File: config.mk
export PLATFORM = sky130hd
export DESIGN_NAME = spi_error_power_irq
export DESIGN_NICKNAME = d
export VERILOG_FILES = /design/src/spi_rate_div.v /design/src/spi_rx_hold.v /design/src/spi_error_power_irq.v
export VERILOG_INCLUDE_DIRS = /design/src
export SDC_FILE = /design/constraint.sdc
export NUM_CORES = 1
export LEC_CHECK = 0
export ABC_AREA = 1
export BUFFER_PORTS_ARGS = -buffer_cell sky130_fd_sc_hd__clkbuf_2
export CORE_MARGIN = 4
export CORE_UTILIZATION = 48
export DETAILED_ROUTE_END_ITERATION = 6
export PLACE_DENSITY = 0.68
export SLEW_MARGIN = 20
export SYNTH_ARGS = -nofsm -noshare
export SYNTH_HDL_FRONTEND = slang
export SYNTH_HIERARCHICAL = 1
export SYNTH_SLANG_ARGS = --single-unit
File: constraint.sdc
create_clock -name core_clk -period 2.5 [get_ports core_clk]
set_clock_uncertainty 0.15 [all_clocks]
set_input_delay 0.125 -clock core_clk [delete_from_list [all_inputs] [get_ports core_clk]]
set_output_delay 0.125 -clock core_clk [all_outputs]
set_load 0.005 [all_outputs]
File: src/spi_map.vh
// Register offsets, field positions, reset values and rate codes of the SPI block.
// Assumes an 8-bit register port with a 2-bit address and one 250 MHz core clock.
//
// Contract
// - Master seeing select low raises mode fault
// - Mode fault clears enable and master select
// - Mode fault clears: status read, control write
// - Enable and master ignored while fault stands
// - Byte done with done flag set: overrun
// - Overrun keeps first byte, later bytes dropped
// - Status read clears overrun flag
// - Data write while busy discarded, collision set
// - Collision flag never raises an interrupt
// - Data write never clears collision flag
// - Received byte held in synchronous buffer
// - Wait mode runs normally, interrupts end wait
// - Halt freezes registers, SPI inactive until woken (a slave selected at halt entry keeps shifting and sets the done flag)
// - Slave end of transfer wakes from halt
// - Halt wake only if select low at entry
// - One shared request, gated by enable, mask
// - Control layout: irq, enable, div, master, pol, pha, rate
// - Slave without new write echoes last byte
// - Done flag set per byte, status then data clears
// - Rate codes pick core clock over 4..128
`ifndef SPI_MAP_VH
`define SPI_MAP_VH

`define ADDR_CTRL 2'h0
`define ADDR_STAT 2'h1
`define ADDR_DATA 2'h2
`define RD_NONE 8'h00

`define CR_IRQ_EN 7
`define CR_PERIPH_EN 6
`define CR_DIV_SEL 5
`define CR_MASTER 4
`define CR_CPOL 3
`define CR_CPHA 2
`define CR_RATE_HI 1
`define CR_RATE_LO 0
`define CR_RESET 8'h00

`define SR_OUT_DIS 2
`define SR_SSM 1
`define SR_SSI 0
`define SR_RESET 3'h0

`define RATE_DIV4 3'h4
`define RATE_DIV8 3'h0
`define RATE_DIV16 3'h1
`define RATE_DIV32 3'h6
`define RATE_DIV64 3'h2
`define RATE_DIV128 3'h3
`define HALF_DIV4 7'h01
`define HALF_DIV8 7'h03
`define HALF_DIV16 7'h07
`define HALF_DIV32 7'h0f
`define HALF_DIV64 7'h1f
`define HALF_DIV128 7'h3f

`define EDGE_LAST 4'hf

`endif

File: src/spi_rate_div.v
// Serial clock divider: one-cycle pulse every half period of the master clock.
// Assumes run drops whenever no master transfer is in progress.
`include "spi_map.vh"
`default_nettype none

module spi_rate_div (
  input wire core_clk,   // Core clock
  input wire sys_rst,    // Synchronous reset, active high
  input wire run,        // Count while high
  input wire [2:0] rate, // Divider select over rate field
  output reg tick        // Half-period pulse
);

  reg [6:0] cnt;
  reg [6:0] last;

  // ----------------------------------------
  // Rate decode
  // ----------------------------------------
  // rate code decode
  always @* begin
    case (rate)
      `RATE_DIV4: last = `HALF_DIV4;
      `RATE_DIV8: last = `HALF_DIV8;
      `RATE_DIV16: last = `HALF_DIV16;
      `RATE_DIV32: last = `HALF_DIV32;
      `RATE_DIV64: last = `HALF_DIV64;
      default: last = `HALF_DIV128;
    endcase
  end

  always @(posedge core_clk) begin
    if (sys_rst || !run) begin
      cnt <= 7'h00;
      tick <= 1'b0;
    end else if (cnt == last) begin
      cnt <= 7'h00;
      tick <= 1'b1;
    end else begin
      cnt <= cnt + 7'h01;
      tick <= 1'b0;
    end
  end

endmodule // spi_rate_div
`default_nettype wire

File: src/spi_rx_hold.v
// Receive buffer: the byte software reads from the data register.
// Assumes load is a one-cycle pulse from the shift engine.
`default_nettype none

module spi_rx_hold (
  input wire core_clk,   // Core clock
  input wire sys_rst,    // Synchronous reset, active high
  input wire load,       // Take a new byte
  input wire [7:0] din,  // Byte from the shift register
  output reg [7:0] q     // Held byte
);

  always @(posedge core_clk) begin
    if (sys_rst) begin
      q <= 8'h00;
    end else if (load) begin
      q <= din;
    end
  end

endmodule // spi_rx_hold
`default_nettype wire

File: src/spi_error_power_irq.v
// SPI core: control and status registers, error flags, byte shifter,
// shared interrupt request and wait/halt behaviour.
// Assumes register port and pin inputs synchronous to core_clk.
`include "spi_map.vh"
`default_nettype none

module spi_error_power_irq (
  input wire core_clk,        // Core clock, 250 MHz
  input wire sys_rst,         // Synchronous reset, active high
  input wire [1:0] reg_addr,  // Register address
  input wire [7:0] reg_wdata, // Write data
  input wire reg_wr,          // Write strobe
  input wire reg_rd,          // Read strobe
  output reg [7:0] reg_rdata, // Read data, cycle after strobe
  input wire cpu_irq_mask,    // Processor interrupt mask
  input wire wait_mode,       // Processor in wait
  input wire halt_mode,       // Processor in halt
  input wire ss_n_in,         // Slave select pin, active low
  input wire sck_in,          // Serial clock pin level
  output reg sck_out,         // Serial clock drive
  output reg sck_oe,          // Serial clock enable
  input wire mosi_in,         // Master-out pin level
  output reg mosi_out,        // Master-out drive
  output reg mosi_oe,         // Master-out enable
  input wire miso_in,         // Master-in pin level
  output reg miso_out,        // Master-in drive
  output reg miso_oe,         // Master-in enable
  output reg spi_irq,         // Shared interrupt request
  output reg wait_exit,       // Ends processor wait
  output reg halt_wake        // Ends processor halt, pulse
);

  localparam ST_IDLE = 1'b0;
  localparam ST_SHIFT = 1'b1;

  // ----------------------------------------
  // State
  // ----------------------------------------
  reg irq_en;
  reg periph_en;
  reg div_sel;
  reg master_sel;
  reg cpol;
  reg cpha;
  reg [1:0] rate_field;
  reg out_dis;
  reg soft_select_mgmt;
  reg soft_select_level;
  reg done_flag;
  reg write_collision_flag_flag;
  reg ovr_flag;
  reg mode_fault_flag_flag;
  reg done_armed;
  reg write_collision_flag_armed;
  reg mode_fault_flag_armed;
  reg xfer_state;
  reg [3:0] edge_cnt;
  reg [7:0] shreg;
  reg dout;
  reg sck_lvl;
  reg sck_prev;
  reg halt_q;
  reg halt_armed;

  wire m_tick;
  wire [7:0] rx_q;

  // ----------------------------------------
  // Access decode
  // ----------------------------------------
  // registers frozen in halt
  wire acc_ok = !halt_mode;
  wire wr_cr = reg_wr && acc_ok && (reg_addr == `ADDR_CTRL);
  wire wr_sr = reg_wr && acc_ok && (reg_addr == `ADDR_STAT);
  wire wr_dr = reg_wr && acc_ok && (reg_addr == `ADDR_DATA);
  wire rd_sr = reg_rd && acc_ok && (reg_addr == `ADDR_STAT);
  wire rd_dr = reg_rd && acc_ok && (reg_addr == `ADDR_DATA);

  // ----------------------------------------
  // Select and transfer events
  // ----------------------------------------
  wire ss_int = soft_select_mgmt ? soft_select_level : ss_n_in;
  wire mode_fault_ev = master_sel && !ss_int && !halt_mode;
  wire slave_sel = periph_en && !master_sel && !ss_int;
  wire slave_live = slave_sel && (!halt_mode || halt_armed);
  wire m_run = (xfer_state == ST_SHIFT) && master_sel && periph_en && !halt_mode;

  wire edge_ev = master_sel ? m_tick : (slave_live && (sck_in != sck_prev));
  wire edge_lead = master_sel ? (sck_lvl == cpol) : (sck_in != cpol);
  wire sample_ev = edge_ev && (edge_lead ^ cpha);
  wire drive_ev = edge_ev && !(edge_lead ^ cpha);
  wire din = master_sel ? miso_in : mosi_in;
  wire byte_done = edge_ev && (xfer_state == ST_SHIFT) && (edge_cnt == `EDGE_LAST);
  wire [7:0] rx_byte = sample_ev ? {shreg[6:0], din} : shreg;

  // Slave with CPHA low is busy for the whole select window
  wire busy = (xfer_state == ST_SHIFT) || (slave_sel && !cpha);
  wire write_collision_flag_ev = wr_dr && busy;
  // Writes locked while done flag stands unacknowledged
  wire dr_write_ok = wr_dr && !busy && (!done_flag || done_armed);
  wire allow_set = !mode_fault_flag_flag || mode_fault_flag_armed;
  wire any_event = done_flag || ovr_flag || mode_fault_flag_flag;

  // ----------------------------------------
  // Submodules
  // ----------------------------------------
  spi_rate_div u_rate (
    .core_clk(core_clk),
    .sys_rst(sys_rst),
    .run(m_run),
    .rate({div_sel, rate_field}),
    .tick(m_tick)
  );

  // buffer loads only with done flag clear
  spi_rx_hold u_rx (
    .core_clk(core_clk),
    .sys_rst(sys_rst),
    .load(byte_done && !done_flag),
    .din(rx_byte),
    .q(rx_q)
  );

  // ----------------------------------------
  // Control register
  // ----------------------------------------
  always @(posedge core_clk) begin
    if (sys_rst) begin
      irq_en <= 1'b0;
      periph_en <= 1'b0;
      div_sel <= 1'b0;
      master_sel <= 1'b0;
      cpol <= 1'b0;
      cpha <= 1'b0;
      rate_field <= 2'h0;
    end else begin
      if (wr_cr) begin
        irq_en <= reg_wdata[`CR_IRQ_EN];
        div_sel <= reg_wdata[`CR_DIV_SEL];
        cpol <= reg_wdata[`CR_CPOL];
        cpha <= reg_wdata[`CR_CPHA];
        rate_field <= reg_wdata[`CR_RATE_HI:`CR_RATE_LO];
        periph_en <= reg_wdata[`CR_PERIPH_EN] && allow_set;
        master_sel <= reg_wdata[`CR_MASTER] && allow_set;
      end
      if (mode_fault_ev) begin
        periph_en <= 1'b0;
        master_sel <= 1'b0;
      end
    end
  end

  // ----------------------------------------
  // Status register and flags
  // ----------------------------------------
  always @(posedge core_clk) begin
    if (sys_rst) begin
      {out_dis, soft_select_mgmt, soft_select_level} <= `SR_RESET;
      done_flag <= 1'b0;
      write_collision_flag_flag <= 1'b0;
      ovr_flag <= 1'b0;
      mode_fault_flag_flag <= 1'b0;
      done_armed <= 1'b0;
      write_collision_flag_armed <= 1'b0;
      mode_fault_flag_armed <= 1'b0;
    end else begin
      if (wr_sr) begin
        out_dis <= reg_wdata[`SR_OUT_DIS];
        soft_select_mgmt <= reg_wdata[`SR_SSM];
        soft_select_level <= reg_wdata[`SR_SSI];
      end

      if (byte_done) begin
        done_flag <= 1'b1;
        done_armed <= 1'b0;
      end else if (done_armed && (rd_dr || wr_dr)) begin
        done_flag <= 1'b0;
        done_armed <= 1'b0;
      end else if ((rd_sr || wr_sr) && done_flag) begin
        done_armed <= 1'b1;
      end

      if (byte_done && done_flag) begin
        ovr_flag <= 1'b1;
      end else if (rd_sr) begin
        ovr_flag <= 1'b0;
      end

      if (write_collision_flag_ev) begin
        write_collision_flag_flag <= 1'b1;
      end else if (write_collision_flag_armed && rd_dr) begin
        write_collision_flag_flag <= 1'b0;
        write_collision_flag_armed <= 1'b0;
      end else if (rd_sr && write_collision_flag_flag) begin
        write_collision_flag_armed <= 1'b1;
      end

      if (mode_fault_ev) begin
        mode_fault_flag_flag <= 1'b1;
        mode_fault_flag_armed <= 1'b0;
      end else if (mode_fault_flag_armed && wr_cr) begin
        mode_fault_flag_flag <= 1'b0;
        mode_fault_flag_armed <= 1'b0;
      end else if (rd_sr && mode_fault_flag_flag) begin
        mode_fault_flag_armed <= 1'b1;
      end
    end
  end

  // ----------------------------------------
  // Shift engine
  // ----------------------------------------
  always @(posedge core_clk) begin
    if (sys_rst) begin
      xfer_state <= ST_IDLE;
      edge_cnt <= 4'h0;
      shreg <= 8'h00;
      dout <= 1'b0;
      sck_lvl <= 1'b0;
      sck_prev <= 1'b0;
    end else begin
      sck_prev <= sck_in;
      if (!periph_en || (!master_sel && !slave_sel)) begin
        // Select lost mid-byte: drop the partial byte count
        xfer_state <= ST_IDLE;
        edge_cnt <= 4'h0;
        sck_lvl <= cpol;
        dout <= shreg[7];
        if (dr_write_ok) begin
          shreg <= reg_wdata;
          dout <= reg_wdata[7];
        end
      end else if (dr_write_ok) begin
        shreg <= reg_wdata;
        if (!cpha) begin
          dout <= reg_wdata[7];
        end
        if (master_sel) begin
          xfer_state <= ST_SHIFT;
          edge_cnt <= 4'h0;
          sck_lvl <= cpol;
        end
      end else if (edge_ev) begin
        // received bits shift in, echoed next
        if (sample_ev) begin
          shreg <= {shreg[6:0], din};
        end
        if (drive_ev) begin
          dout <= shreg[7];
        end
        if (master_sel) begin
          sck_lvl <= !sck_lvl;
        end
        edge_cnt <= edge_cnt + 4'h1;
        xfer_state <= byte_done ? ST_IDLE : ST_SHIFT;
      end else begin
        case (xfer_state)
          ST_IDLE: begin
            sck_lvl <= cpol;
          end
          ST_SHIFT: begin
            xfer_state <= ST_SHIFT;
          end
          default: begin
            xfer_state <= ST_IDLE;
          end
        endcase
      end
    end
  end

  // ----------------------------------------
  // Halt entry capture
  // ----------------------------------------
  always @(posedge core_clk) begin
    if (sys_rst) begin
      halt_q <= 1'b0;
      halt_armed <= 1'b0;
    end else begin
      halt_q <= halt_mode;
      if (halt_mode && !halt_q) begin
        halt_armed <= !ss_int;
      end else if (!halt_mode) begin
        halt_armed <= 1'b0;
      end
    end
  end

  // ----------------------------------------
  // Requests and wake-up
  // ----------------------------------------
  always @(posedge core_clk) begin
    if (sys_rst) begin
      spi_irq <= 1'b0;
      wait_exit <= 1'b0;
      halt_wake <= 1'b0;
    end else begin
      spi_irq <= irq_en && !cpu_irq_mask && any_event;
      wait_exit <= wait_mode && irq_en && !cpu_irq_mask && any_event;
      halt_wake <= halt_mode && halt_armed && !master_sel && byte_done && irq_en && !cpu_irq_mask;
    end
  end

  // ----------------------------------------
  // Pins
  // ----------------------------------------
  always @(posedge core_clk) begin
    if (sys_rst) begin
      sck_out <= 1'b0;
      sck_oe <= 1'b0;
      mosi_out <= 1'b0;
      mosi_oe <= 1'b0;
      miso_out <= 1'b0;
      miso_oe <= 1'b0;
    end else begin
      sck_out <= sck_lvl;
      sck_oe <= periph_en && master_sel;
      mosi_out <= dout;
      mosi_oe <= periph_en && master_sel && !out_dis;
      miso_out <= dout;
      miso_oe <= slave_sel && !out_dis;
    end
  end

  // ----------------------------------------
  // Read port
  // ----------------------------------------
  always @(posedge core_clk) begin
    if (sys_rst) begin
      reg_rdata <= `RD_NONE;
    end else if (reg_rd && acc_ok) begin
      case (reg_addr)
        `ADDR_CTRL: begin
          reg_rdata <= {irq_en, periph_en, div_sel, master_sel, cpol, cpha, rate_field};
        end
        `ADDR_STAT: begin
          reg_rdata <= {done_flag, write_collision_flag_flag, ovr_flag, mode_fault_flag_flag, 1'b0,
                        out_dis, soft_select_mgmt, soft_select_level};
        end
        `ADDR_DATA: begin
          reg_rdata <= rx_q;
        end
        default: begin
          reg_rdata <= `RD_NONE;
        end
      endcase
    end else begin
      reg_rdata <= `RD_NONE;
    end
  end

endmodule // spi_error_power_irq
`default_nettype wire

* Word level (Yosys, flattened, before mapping)
Index checks and enable logic that the tools add are counted.
** Word-level totals
- Input bits :: 21
- Bits in registers :: 68
- Word-level logic and storage cells :: 199
- Output and inout port bits :: 17
** Cells by class
- Reductions and logical operators :: 95
- Equality and inequality tests :: 18
- Bitwise gates (word level) :: 3
- $add $sub $neg :: 2
- Mux-type cells :: 44
** Operators by type and width (count)
- $logic_and A1 B1 Y1 :: 49
- $mux W8 :: 5
- $mux W1 :: 34
- $pmux W6 S5 :: 1
- $pmux W8 S3 :: 1
- $logic_not A1 Y1 :: 15
- $mux W4 :: 3
- $reduce_bool A2 Y1 :: 6
- $logic_or A1 B1 Y1 :: 10
- $ne A3 B2 Y1 const B :: 3
- $reduce_or A2 Y1 :: 4
- $add A7 B1 Y7 const B :: 1
- $eq A7 B6 Y1 :: 1
- $eq A3 B3 Y1 const B :: 2
- $reduce_and A2 Y1 :: 3
- $reduce_and A3 Y1 :: 2
- $reduce_bool A3 Y1 :: 2
- $reduce_or A3 Y1 :: 2
- $add A4 B1 Y4 const B :: 1
- $eq A4 B4 Y1 const B :: 1
- $ne A2 B2 Y1 const B :: 2
- $ne A4 B1 Y1 const B :: 1
- $eq A3 B1 Y1 const B :: 1
- $eq A3 B2 Y1 const B :: 1
- other kinds (9) :: 11

* Depth between registers and ports, before layout
Gate-level depths: netlist (run 1).
- Depth in word-level cells :: 11
- Gate-level depth with buffers :: 14
- Mapped depth without buffers :: 13

* Hierarchy
The synthesis (run 1) kept the hierarchy.
** By module, submodules not included
- spi_error_power_irq :: times used 1, cells each 362, seq. area each 1041.0 µm², area an instance 2552.4 µm²
- spi_rate_div :: times used 1, cells each 62, seq. area each 160.2 µm², area an instance 431.7 µm²
- spi_rx_hold :: times used 1, cells each 51, seq. area each 160.2 µm², area an instance 341.6 µm²

* Least setup slack after synthesis (run 1)
No wires, ideal clock.
- Path kind :: reg-to-reg
- From :: register master_sel
- To :: register u_rx.q[6]
- Clock period less this slack :: 1.829 ns
- Buffers on the path :: 4
- Setup slack :: 0.671 ns
- Stages on the path, launching flop included :: 15
- Arrival :: 1.565 ns
- Library setup time :: 0.114 ns
- Required time :: 2.236 ns
- Cells stage by stage :: dfxtp_1 -> buf_6 -> nor2_4 -> inv_1 -> nor2_2 -> nand2_1 -> nand2_2 -> buf_6 -> nand3_2 -> nor2_1 -> buf_6 -> buf_6 -> nand2_1 -> nand2_1 -> nor2_2
** Between the ends
- Word-level cells in the longest chain between the ends :: 9
- Elaborated cells on any way between the ends :: 13
- Those cells by class :: mux: 3; bitwise: 1; reduce/logical: 9
** Ends and longest elaborated chain
- start, declared :: line spi_error_power_irq.v:42 : reg master_sel;
- start signal, assigned :: line spi_error_power_irq.v:144 : master_sel <= reg_wdata[`CR_MASTER] && allow_set;
- $logic_not A1 Y1 :: line spi_error_power_irq.v:84 : wire slave_sel = periph_en && !master_sel && !ss_int;
- $logic_and A1 B1 Y1 (2 in a row) :: line spi_error_power_irq.v:84
- $logic_and A1 B1 Y1 :: line spi_error_power_irq.v:85 : wire slave_live = slave_sel && (!halt_mode || halt_armed);
- $logic_and A1 B1 Y1 :: line spi_error_power_irq.v:88 : wire edge_ev = master_sel ? m_tick : (slave_live && (sck_in != sck_prev));
- $mux W1 :: line spi_error_power_irq.v:88
- $logic_and A1 B1 Y1 (2 in a row) :: line spi_error_power_irq.v:93 : wire byte_done = edge_ev && (xfer_state == ST_SHIFT) && (edge_cnt == `EDGE_LAST);
- $logic_and A1 B1 Y1 :: line spi_error_power_irq.v:119 : .load(byte_done && !done_flag),
- end signal, assigned :: line spi_rx_hold.v:17 : q <= din;
- end, declared :: line spi_rx_hold.v:10 : output reg [7:0] q
Several ways; a longest one is shown, not always the timed one.
A chain may end at the register's enable or synchronous reset.

* Final worst setup path (run 1)
- From :: register master_sel
- To :: register u_rx.q[5]
Same word-level chain as after synthesis.

==> summary.txt, run 1 <==
Yosys
  • Synthesized cell area: 3330 um^2
  • Warning count from the yosys run: 6
  • Synth top area cells: dfxtp_1, nand2_1, inv_1, nand3_1, nor2_1
  • Synthesized area per cell: 7.00 um^2
  • Ys flop type: dfxtp_1
  • Distinct cells, synth: 39
  • Mapped Cells: 475
  • Synthesized Nets: 498
  • Count leader, synth: nand2_1
  • EDFF count, synth: 0
  • Area fraction of the dominant cell type after synthesis: 40.9%
  • Post-synth ARST share: 0%
  • Sequential share of the synthesized area: ~40%
  • Synth area leader: dfxtp_1
  • Synth Register Bits: just under 70
  • Post-synth top cells: nand2_1, dfxtp_1, inv_1

Routing
  • Drt via density: 5.09
  • Final WL: 8.02 mm
  • Initial DRC count: ~150
  • Top layer in use: met4
  • Routed wl met2: 3.49 mm
  • DR WL met3: 403 um
  • Antenna-violating nets left: 0
  • Wire per inst: roughly 13 um
  • Vias: slightly above 3000
  • Total iterations of the first detailed-routing run: 5
  • Remaining DRCs: 0
  • M1 wire length: 3.88 mm

Clock network
  • Clock buffer count from CTS: 9
  • CTS root buf: clkbuf_8
  • CTS Sinks: 68
  • TritonCTS clock tree: yes
  • Htree depth: 3
  • Clock buffer depth: 2
  • Post-CTS setup buffer count: 0
  • Clock Latency Late Sink: 0.35 ns
  • Worst-path clk slew: about 0.080 ns

Floorplan
  • Starting Density: 49.2%
  • Die area: 8320 um^2
  • Core Box Area: 6760 um^2
  • I/O pins: 38
  • Die Wd: 91.2 um
  • Row count: 30
  • Die height: 91.2 um

Timing
  • Fin. Hold Viols: 0
  • RSZ-0062 raised after global routing: false
  • Worst Tran Pin Value: roughly 0.60 ns
  • Setup-failing EPs final: 0
  • Final Cycle Share: between 80% and 90%
  • Max Fclk: 487 MHz
  • Final TNS setup: 0 ns
  • Relative max-transition margin: roughly three fifths
  • Slew Limit Fails: 0
  • Fin crit period: around 2.1 ns

Final layout
  • Antenna Cells: 0
  • Fillers: 671
  • # nets final: between 500 and 600
  • Area growth from synthesis to layout: 16.5%
  • Flip-flop and latch area: 1360 um^2
  • Layout cells sized above 1: 16.4%
  • Multi-input logic area: 1630 um^2

Global route
  • Largest net degree at the start of global routing: 21
  • Total congestion overflow: 0
  • First-pass GRT wire length: 13.6 mm
  • Tot GR Track Use: 20.6%
  • Initial antenna violation count: 0
  • Vias in the first global route: around 2900

Critical path
  • CP startpoint kind: flip-flop
  • RR Startpoint: master_sel$_SDFFE_PP0P_
  • CP Data Required Time: about 2.6 ns
  • Worst Setup Path Type: flip-flop to flip-flop
  • Critical Path AT: ~2.2 ns
  • Worst Reg-to-Reg Cells: 10
  • Crit path max fanout: 16
  • R2r endpoint: u_rx/q[5]$_SDFFE_PP0P_
  • Kind of end point of the critical path: flip-flop
  • R2R setup slack: approximately 0.45 ns

Min path
  • Worst Hold Depth: 4
  • WHS Endpoint: reg_rdata[3]$_SDFF_PP0_
  • Worst hold path type: primary input to flip-flop
  • Hold Crit Start: reg_addr[1]

Place
  • Dpl hpwl: 5.98 mm
  • Placer Congestion: 0.913
  • IO buf count: 37

Power
  • Tot Pwr: 0.00222 W
  • Pwr dens: 573 nW/um^2
  • Lkg Pwr: 1.77 nW
  • Maximum VDD drop: roughly 240 uV

Job
  • Maxcap violations: 0

Run status
  • Status: completed
cell families (layout without fill, tap and decap cells):
family                     after synthesis  in the layout  share of synthesized area [%]
xor gates and xnor gates                10             10                           2.63
adders and majority gates                2              2                          0.752
and+or+nand+nor                        246            246                           33.3
AOI/OAI and AO/OA                       71             71                           12.3
DFF                                     68             68                           40.9
buffers and inverters                   78            135                           10.1
timing repair:
item / in CTS / in global routing
hold endpoints to repair: 19 / 0
gates resized for setup: 0 / 0
hold buffers: 11 / 0
worst max-delay path by stage:
stage	to	from	slack (ns)
after floorplan	u_rx/q[6]$_SDFFE_PP0P_	master_sel$_SDFFE_PP0P_	0.67
after detailed placement	u_rx/q[5]$_SDFFE_PP0P_	master_sel$_SDFFE_PP0P_	0.46
after global routing	u_rx/q[4]$_SDFFE_PP0P_	master_sel$_SDFFE_PP0P_	0.23
after global placement	u_rx/q[6]$_SDFFE_PP0P_	master_sel$_SDFFE_PP0P_	0.50
after CTS	u_rx/q[5]$_SDFFE_PP0P_	master_sel$_SDFFE_PP0P_	0.45
final	u_rx/q[5]$_SDFFE_PP0P_	master_sel$_SDFFE_PP0P_	0.45
power breakdown:
| group | leakage (nW) | switching [W] | internal (W) |
|---|---|---|---|
| sequential | 0.550 | 0.0000158 | 0.00110 |
| combinational | 1.12 | 0.000106 | 0.0000618 |
| clock | 0.106 | 0.000423 | 0.000516 |
cell usage in the layout, fill, tap and decap left out, drive strengths merged:
master       count
a211oi           2
a21boi           1
a21oi           31
a22oi            1
and2             1
and3             2
buf              3
bufinv           1
clkbuf          48
clkinv           4
clkinvlp         1
dfxtp           68
dlygate4sd3     11
ha               2
inv             67
nand2          138
nand3           44
nand3b           2
nand4            1
nor2            52
nor3             6
o211a            1
o211ai           5
o21ai           27
o21bai           2
o31ai            1
xnor2            2
xor2             8
critical path, cell delays in order (launching register included):
cell	delay (ns)
dfxtp_1	0.42
o21bai_1	0.21
nor2_1	0.13
nand2_1	0.08
nand2_2	0.22
nand3_2	0.19
nor2_1	0.15
buf_4	0.22
nand2_1	0.08
nand2_1	0.06
nor2_1	0.04
layout make-up:
cell class              instances  share of cell area (%)
multi-input cells             329                    42.0
well taps                      80                    2.58
inverters                      68                    6.59
flip-flops and latches         68                    35.1
repair buffers                 51                    8.20
clock inverters                 5                    1.55
clock buffers                  11                    3.91
metrics by stage:
step	instance area, um^2	instances	util (%)	hold slack, ns	setup WS, ns
2_1_floorplan	3330	475	-	0.0999	0.671
3_3_place_gp	3550	585	52.6	0.184	0.499
3_5_place_dp	3550	585	52.6	0.189	0.457
4_1_cts	3870	612	57.4	0.00415	0.451
5_1_grt	3870	612	57.4	0.0348	0.232
6_report	3870	612	57.4	0.0135	0.446
flip-flops by register name (all words and copies together) (netlist names), 2 cells and up:
register / cells
rate_field: 2
u_rx/q: 8
reg_rdata: 8
shreg: 8
u_rate/cnt: 7
edge_cnt: 4
layer usage:
metal,GRT usage (%),vias up
li1,-,1601
met1,27.2,1397
met2,32.0,96
met3,4.14,20
met4,10.3,0
met5,0,-
Note: power is estimated with default switching activity, not from simulation.
==> run 2: changes to the inputs <==
--- a/config.mk
+++ b/config.mk
@@ -6,7 +6,7 @@
 export SDC_FILE = /design/constraint.sdc
 export NUM_CORES = 1
 export LEC_CHECK = 0
-export ABC_AREA = 1
+export ABC_AREA = 0
 export BUFFER_PORTS_ARGS = -buffer_cell sky130_fd_sc_hd__clkbuf_2
 export CORE_MARGIN = 4
 export CORE_UTILIZATION = 48
==> constraint.sdc (replaced) <==
create_clock -name core_clk -period 2.06 [get_ports core_clk]
set_clock_uncertainty 0.15 [all_clocks]
set_input_delay 0.103 -clock core_clk [delete_from_list [all_inputs] [get_ports core_clk]]
set_output_delay 0.103 -clock core_clk [all_outputs]
set_load 0.005 [all_outputs]
==> summary.txt, run 2 <==
Clock network
  • Clock buffer depth: 2 (unchanged)
  • Worst-path clk slew: 0.07 ns (about the same)
  • Clock buffer count from CTS: 9 (unchanged)
  • Htree depth: 3 (unchanged)
  • CTS root buf: clkbuf_8
  • TritonCTS clock tree: yes
  • CTS Sinks: 68 (unchanged)
  • Clock Latency Late Sink: 0.35 ns (about the same)

Yosys
  • Distinct cells, synth: 57 (+46%)
  • Sequential share of the synthesized area: 42.2% (+1.3 points)
  • Synthesized Nets: 383 (-23%)
  • Synthesized cell area: 3230 um^2 (-3.0%)
  • EDFF count, synth: 0 (unchanged)
  • Synth Register Bits: 68 (unchanged)
  • Post-synth top cells: dfxtp_1, nand2_1, nor2_1
  • Synth top area cells: dfxtp_1, mux2i_1, nand2_1, nor2_1, a21oi_1
  • Area fraction of the dominant cell type after synthesis: 42.2% (+1.3 points)
  • Synthesized area per cell: 8.96 um^2 (+28%)
  • Mapped Cells: 360 (-24%)
  • Count leader, synth: dfxtp_1
  • Ys flop type: dfxtp_1
  • Post-synth ARST share: 0% (unchanged)
  • Warning count from the yosys run: 6 (unchanged)
  • Synth area leader: dfxtp_1

Final layout
  • # nets final: 470 (-15%)
  • Layout cells sized above 1: 28.4% (+12 points)
  • Largest regs: reg_rdata (8), shreg (8), u_rx/q (8)
  • Final Util: 65.4% (+8.0 points)
  • Antenna Cells: 0 (unchanged)
  • Most common cell after layout, fill and taps aside: dfxtp_1
  • Flip-flop and latch area: 1360 um^2 (+0.18%)
  • Area growth from synthesis to layout: 30.1%
  • Multi-input logic area: 1870 um^2 (+15%)
  • Commonest cells after routing, fill and taps aside: dfxtp_1, nand2_1, buf_4
  • Fillers: 540 (-20%)

Global route
  • Initial antenna violation count: 0 (unchanged)
  • Largest net degree at the start of global routing: 15 (-29%)
  • Total congestion overflow: 0 (unchanged)
  • First-pass GRT wire length: 15.2 mm (+12%)
  • Vias in the first global route: 3126 (+7.6%)
  • Tot GR Track Use: 23.3% (+2.6 points)

Timing
  • Worst Tran Pin Value: 0.452 ns (-0.149 ns)
  • Fin. Hold Viols: 0 (unchanged)
  • Relative max-transition margin: 69.7% (+9.8 points)
  • Max Fclk: 463 MHz (-4.8%)
  • Worst setup margin: -0.0983 ns (-0.545 ns)
  • RSZ-0062 raised after global routing: true
  • Final Cycle Share: 105% (+23 points)
  • Setup-failing EPs final: 16 (+16)
  • Slew Limit Fails: 0 (unchanged)
  • Final TNS setup: -1.07 ns (-1.07 ns)
  • Fin crit period: 2.16 ns (+0.105 ns)

Critical path
  • CP Data Required Time: 2.14 ns (-0.45 ns)
  • CP startpoint kind: flip-flop
  • Crit path max fanout: 8 (-8)
  • Worst Reg-to-Reg Cells: 5 (-5)
  • Kind of end point of the critical path: flip-flop
  • Worst Setup Path Type: flip-flop to flip-flop
  • Critical Path AT: 2.24 ns (+0.09 ns)
  • Critical Path Source: soft_select_mgmt$_SDFFE_PP0P_
  • R2r endpoint: shreg[4]$_SDFFE_PP0P_
  • Worst setup path end: shreg[4]$_SDFFE_PP0P_
  • RR Startpoint: soft_select_mgmt$_SDFFE_PP0P_
  • R2R setup slack: -0.1 ns (-0.54 ns)

Floorplan
  • Die height: 90.0 um (-1.4%)
  • Die Wd: 90.0 um (-1.4%)
  • Starting Density: 50.2% (+1.0 points)
  • I/O pins: 38 (unchanged)
  • Die area: 8100 um^2 (-2.7%)
  • Row count: 29 (-3.3%)
  • Core Box Area: 6420 um^2 (-4.9%)

Routing
  • Vias: 3073 (-1.3%)
  • Total iterations of the first detailed-routing run: 4 (-1)
  • Antenna-violating nets left: 0 (unchanged)
  • Drt via density: 5.83 (+15%)
  • Initial DRC count: 178 (+23%)
  • Remaining DRCs: 0 (unchanged)
  • Final WL: 9.25 mm (+15%)
  • Wire per inst: 17.6 um (+34%)

Power
  • Lkg Pwr: 1.72 nW (-3.0%)
  • Maximum VDD drop: 389 uV (+62%)
  • Pwr dens: 629 nW/um^2 (+9.7%)

Place
  • Placer Congestion: 0.878 (-3.9%)
  • IO buf count: 37 (unchanged)
  • Dpl hpwl: 6.58 mm (+10%)

Run status
  • Status: finished with violations
  • Failing checks: setup timing

Job
  • Maxcap violations: 0 (unchanged)

Min path
  • Worst hold path type: primary input to flip-flop
-- run 2: worst max-delay path: stages, from the launching register on --
cell	delay, ns
dfxtp_2	0.34
mux2_4	0.33
o41ai_4	0.38
o21ai_4	0.18
mux2_2	0.33
a221o_1	0.32
-- run 2: per-layer routing --
layer	track usage, %	wire, um	vias to the layer above
li1	-	-	1471
met1	28.1	3980	1467
met2	38.6	4440	110
met3	5.84	541	25
met4	11.4	289	0
met5	0	0	-
-- run 2: timing repair --
item / in CTS / in global routing
pin swaps: 2 / 4
cloned: 0 / 0
hold buffers: 13 / 0
gates resized for setup: 7 / 11
endpoints found under the hold margin: 20 / 0
endpoints found under the setup margin: 19 / 25
buffers inserted: 1 / 4
-- run 2: power by group --
group	switching [W]	internal, W	total [W]
Sequential	0.0000106	0.00133	0.00134
Combinational	0.000121	0.0000978	0.000219
Clock	0.000475	0.000610	0.00109
-- run 2: per-stage QoR --
| step | hold slack (ns) | instances | cell area [um^2] | total power [W] | worst slack, ns |
|---|---|---|---|---|---|
| final | 0.0241 | 527 | 4200 | 0.00264 | -0.0983 |
| after global routing | 0.0358 | 527 | 4200 | 0.00274 | -0.167 |
| after CTS | 0.00251 | 523 | 4120 | 0.00265 | -0.138 |
| after detailed placement | 0.178 | 495 | 3750 | 0.00155 | -0.168 |
| after global placement | 0.158 | 495 | 3750 | 0.00155 | -0.0938 |
| after floorplan | 0.0747 | 360 | 3260 | 0.00147 | -0.196 |
-- run 2: cell families after synthesis --
group                      Yosys count  synth area share (%)
adders and majority gates            2                 0.775
buffers and inverters               23                  3.02
AOI/OAI and AO/OA                   76                  17.2
and+or+nand+nor                    150                  23.8
muxes                               32                  10.5
DFF                                 68                  42.2
xor gates and xnor gates             9                  2.44
-- run 2: final cells by class --
| type | instances | area share, % |
|---|---|---|
| inverters | 7 | 0.626 |
| multi-input cells | 269 | 44.6 |
| flip-flops and latches | 68 | 32.5 |
| clock buffers | 12 | 3.69 |
| well taps | 77 | 2.29 |
| repair buffers | 92 | 15.5 |
| clock inverters | 2 | 0.834 |
-- run 2: how the worst min path moves through the flow --
stage	startpoint	endpoint	slack, ns	cells after the start
after floorplan	wait_mode	wait_exit$_SDFF_PP0_	0.07	1
after global placement	wait_mode	wait_exit$_SDFF_PP0_	0.16	2
after detailed placement	wait_mode	wait_exit$_SDFF_PP0_	0.18	2
after CTS	ss_n_in	mode_fault_flag_flag$_SDFFE_PP0P_	0.003	4
after global routing	ss_n_in	mode_fault_flag_flag$_SDFFE_PP0P_	0.04	4
final	ss_n_in	mode_fault_flag_flag$_SDFFE_PP0P_	0.02	4
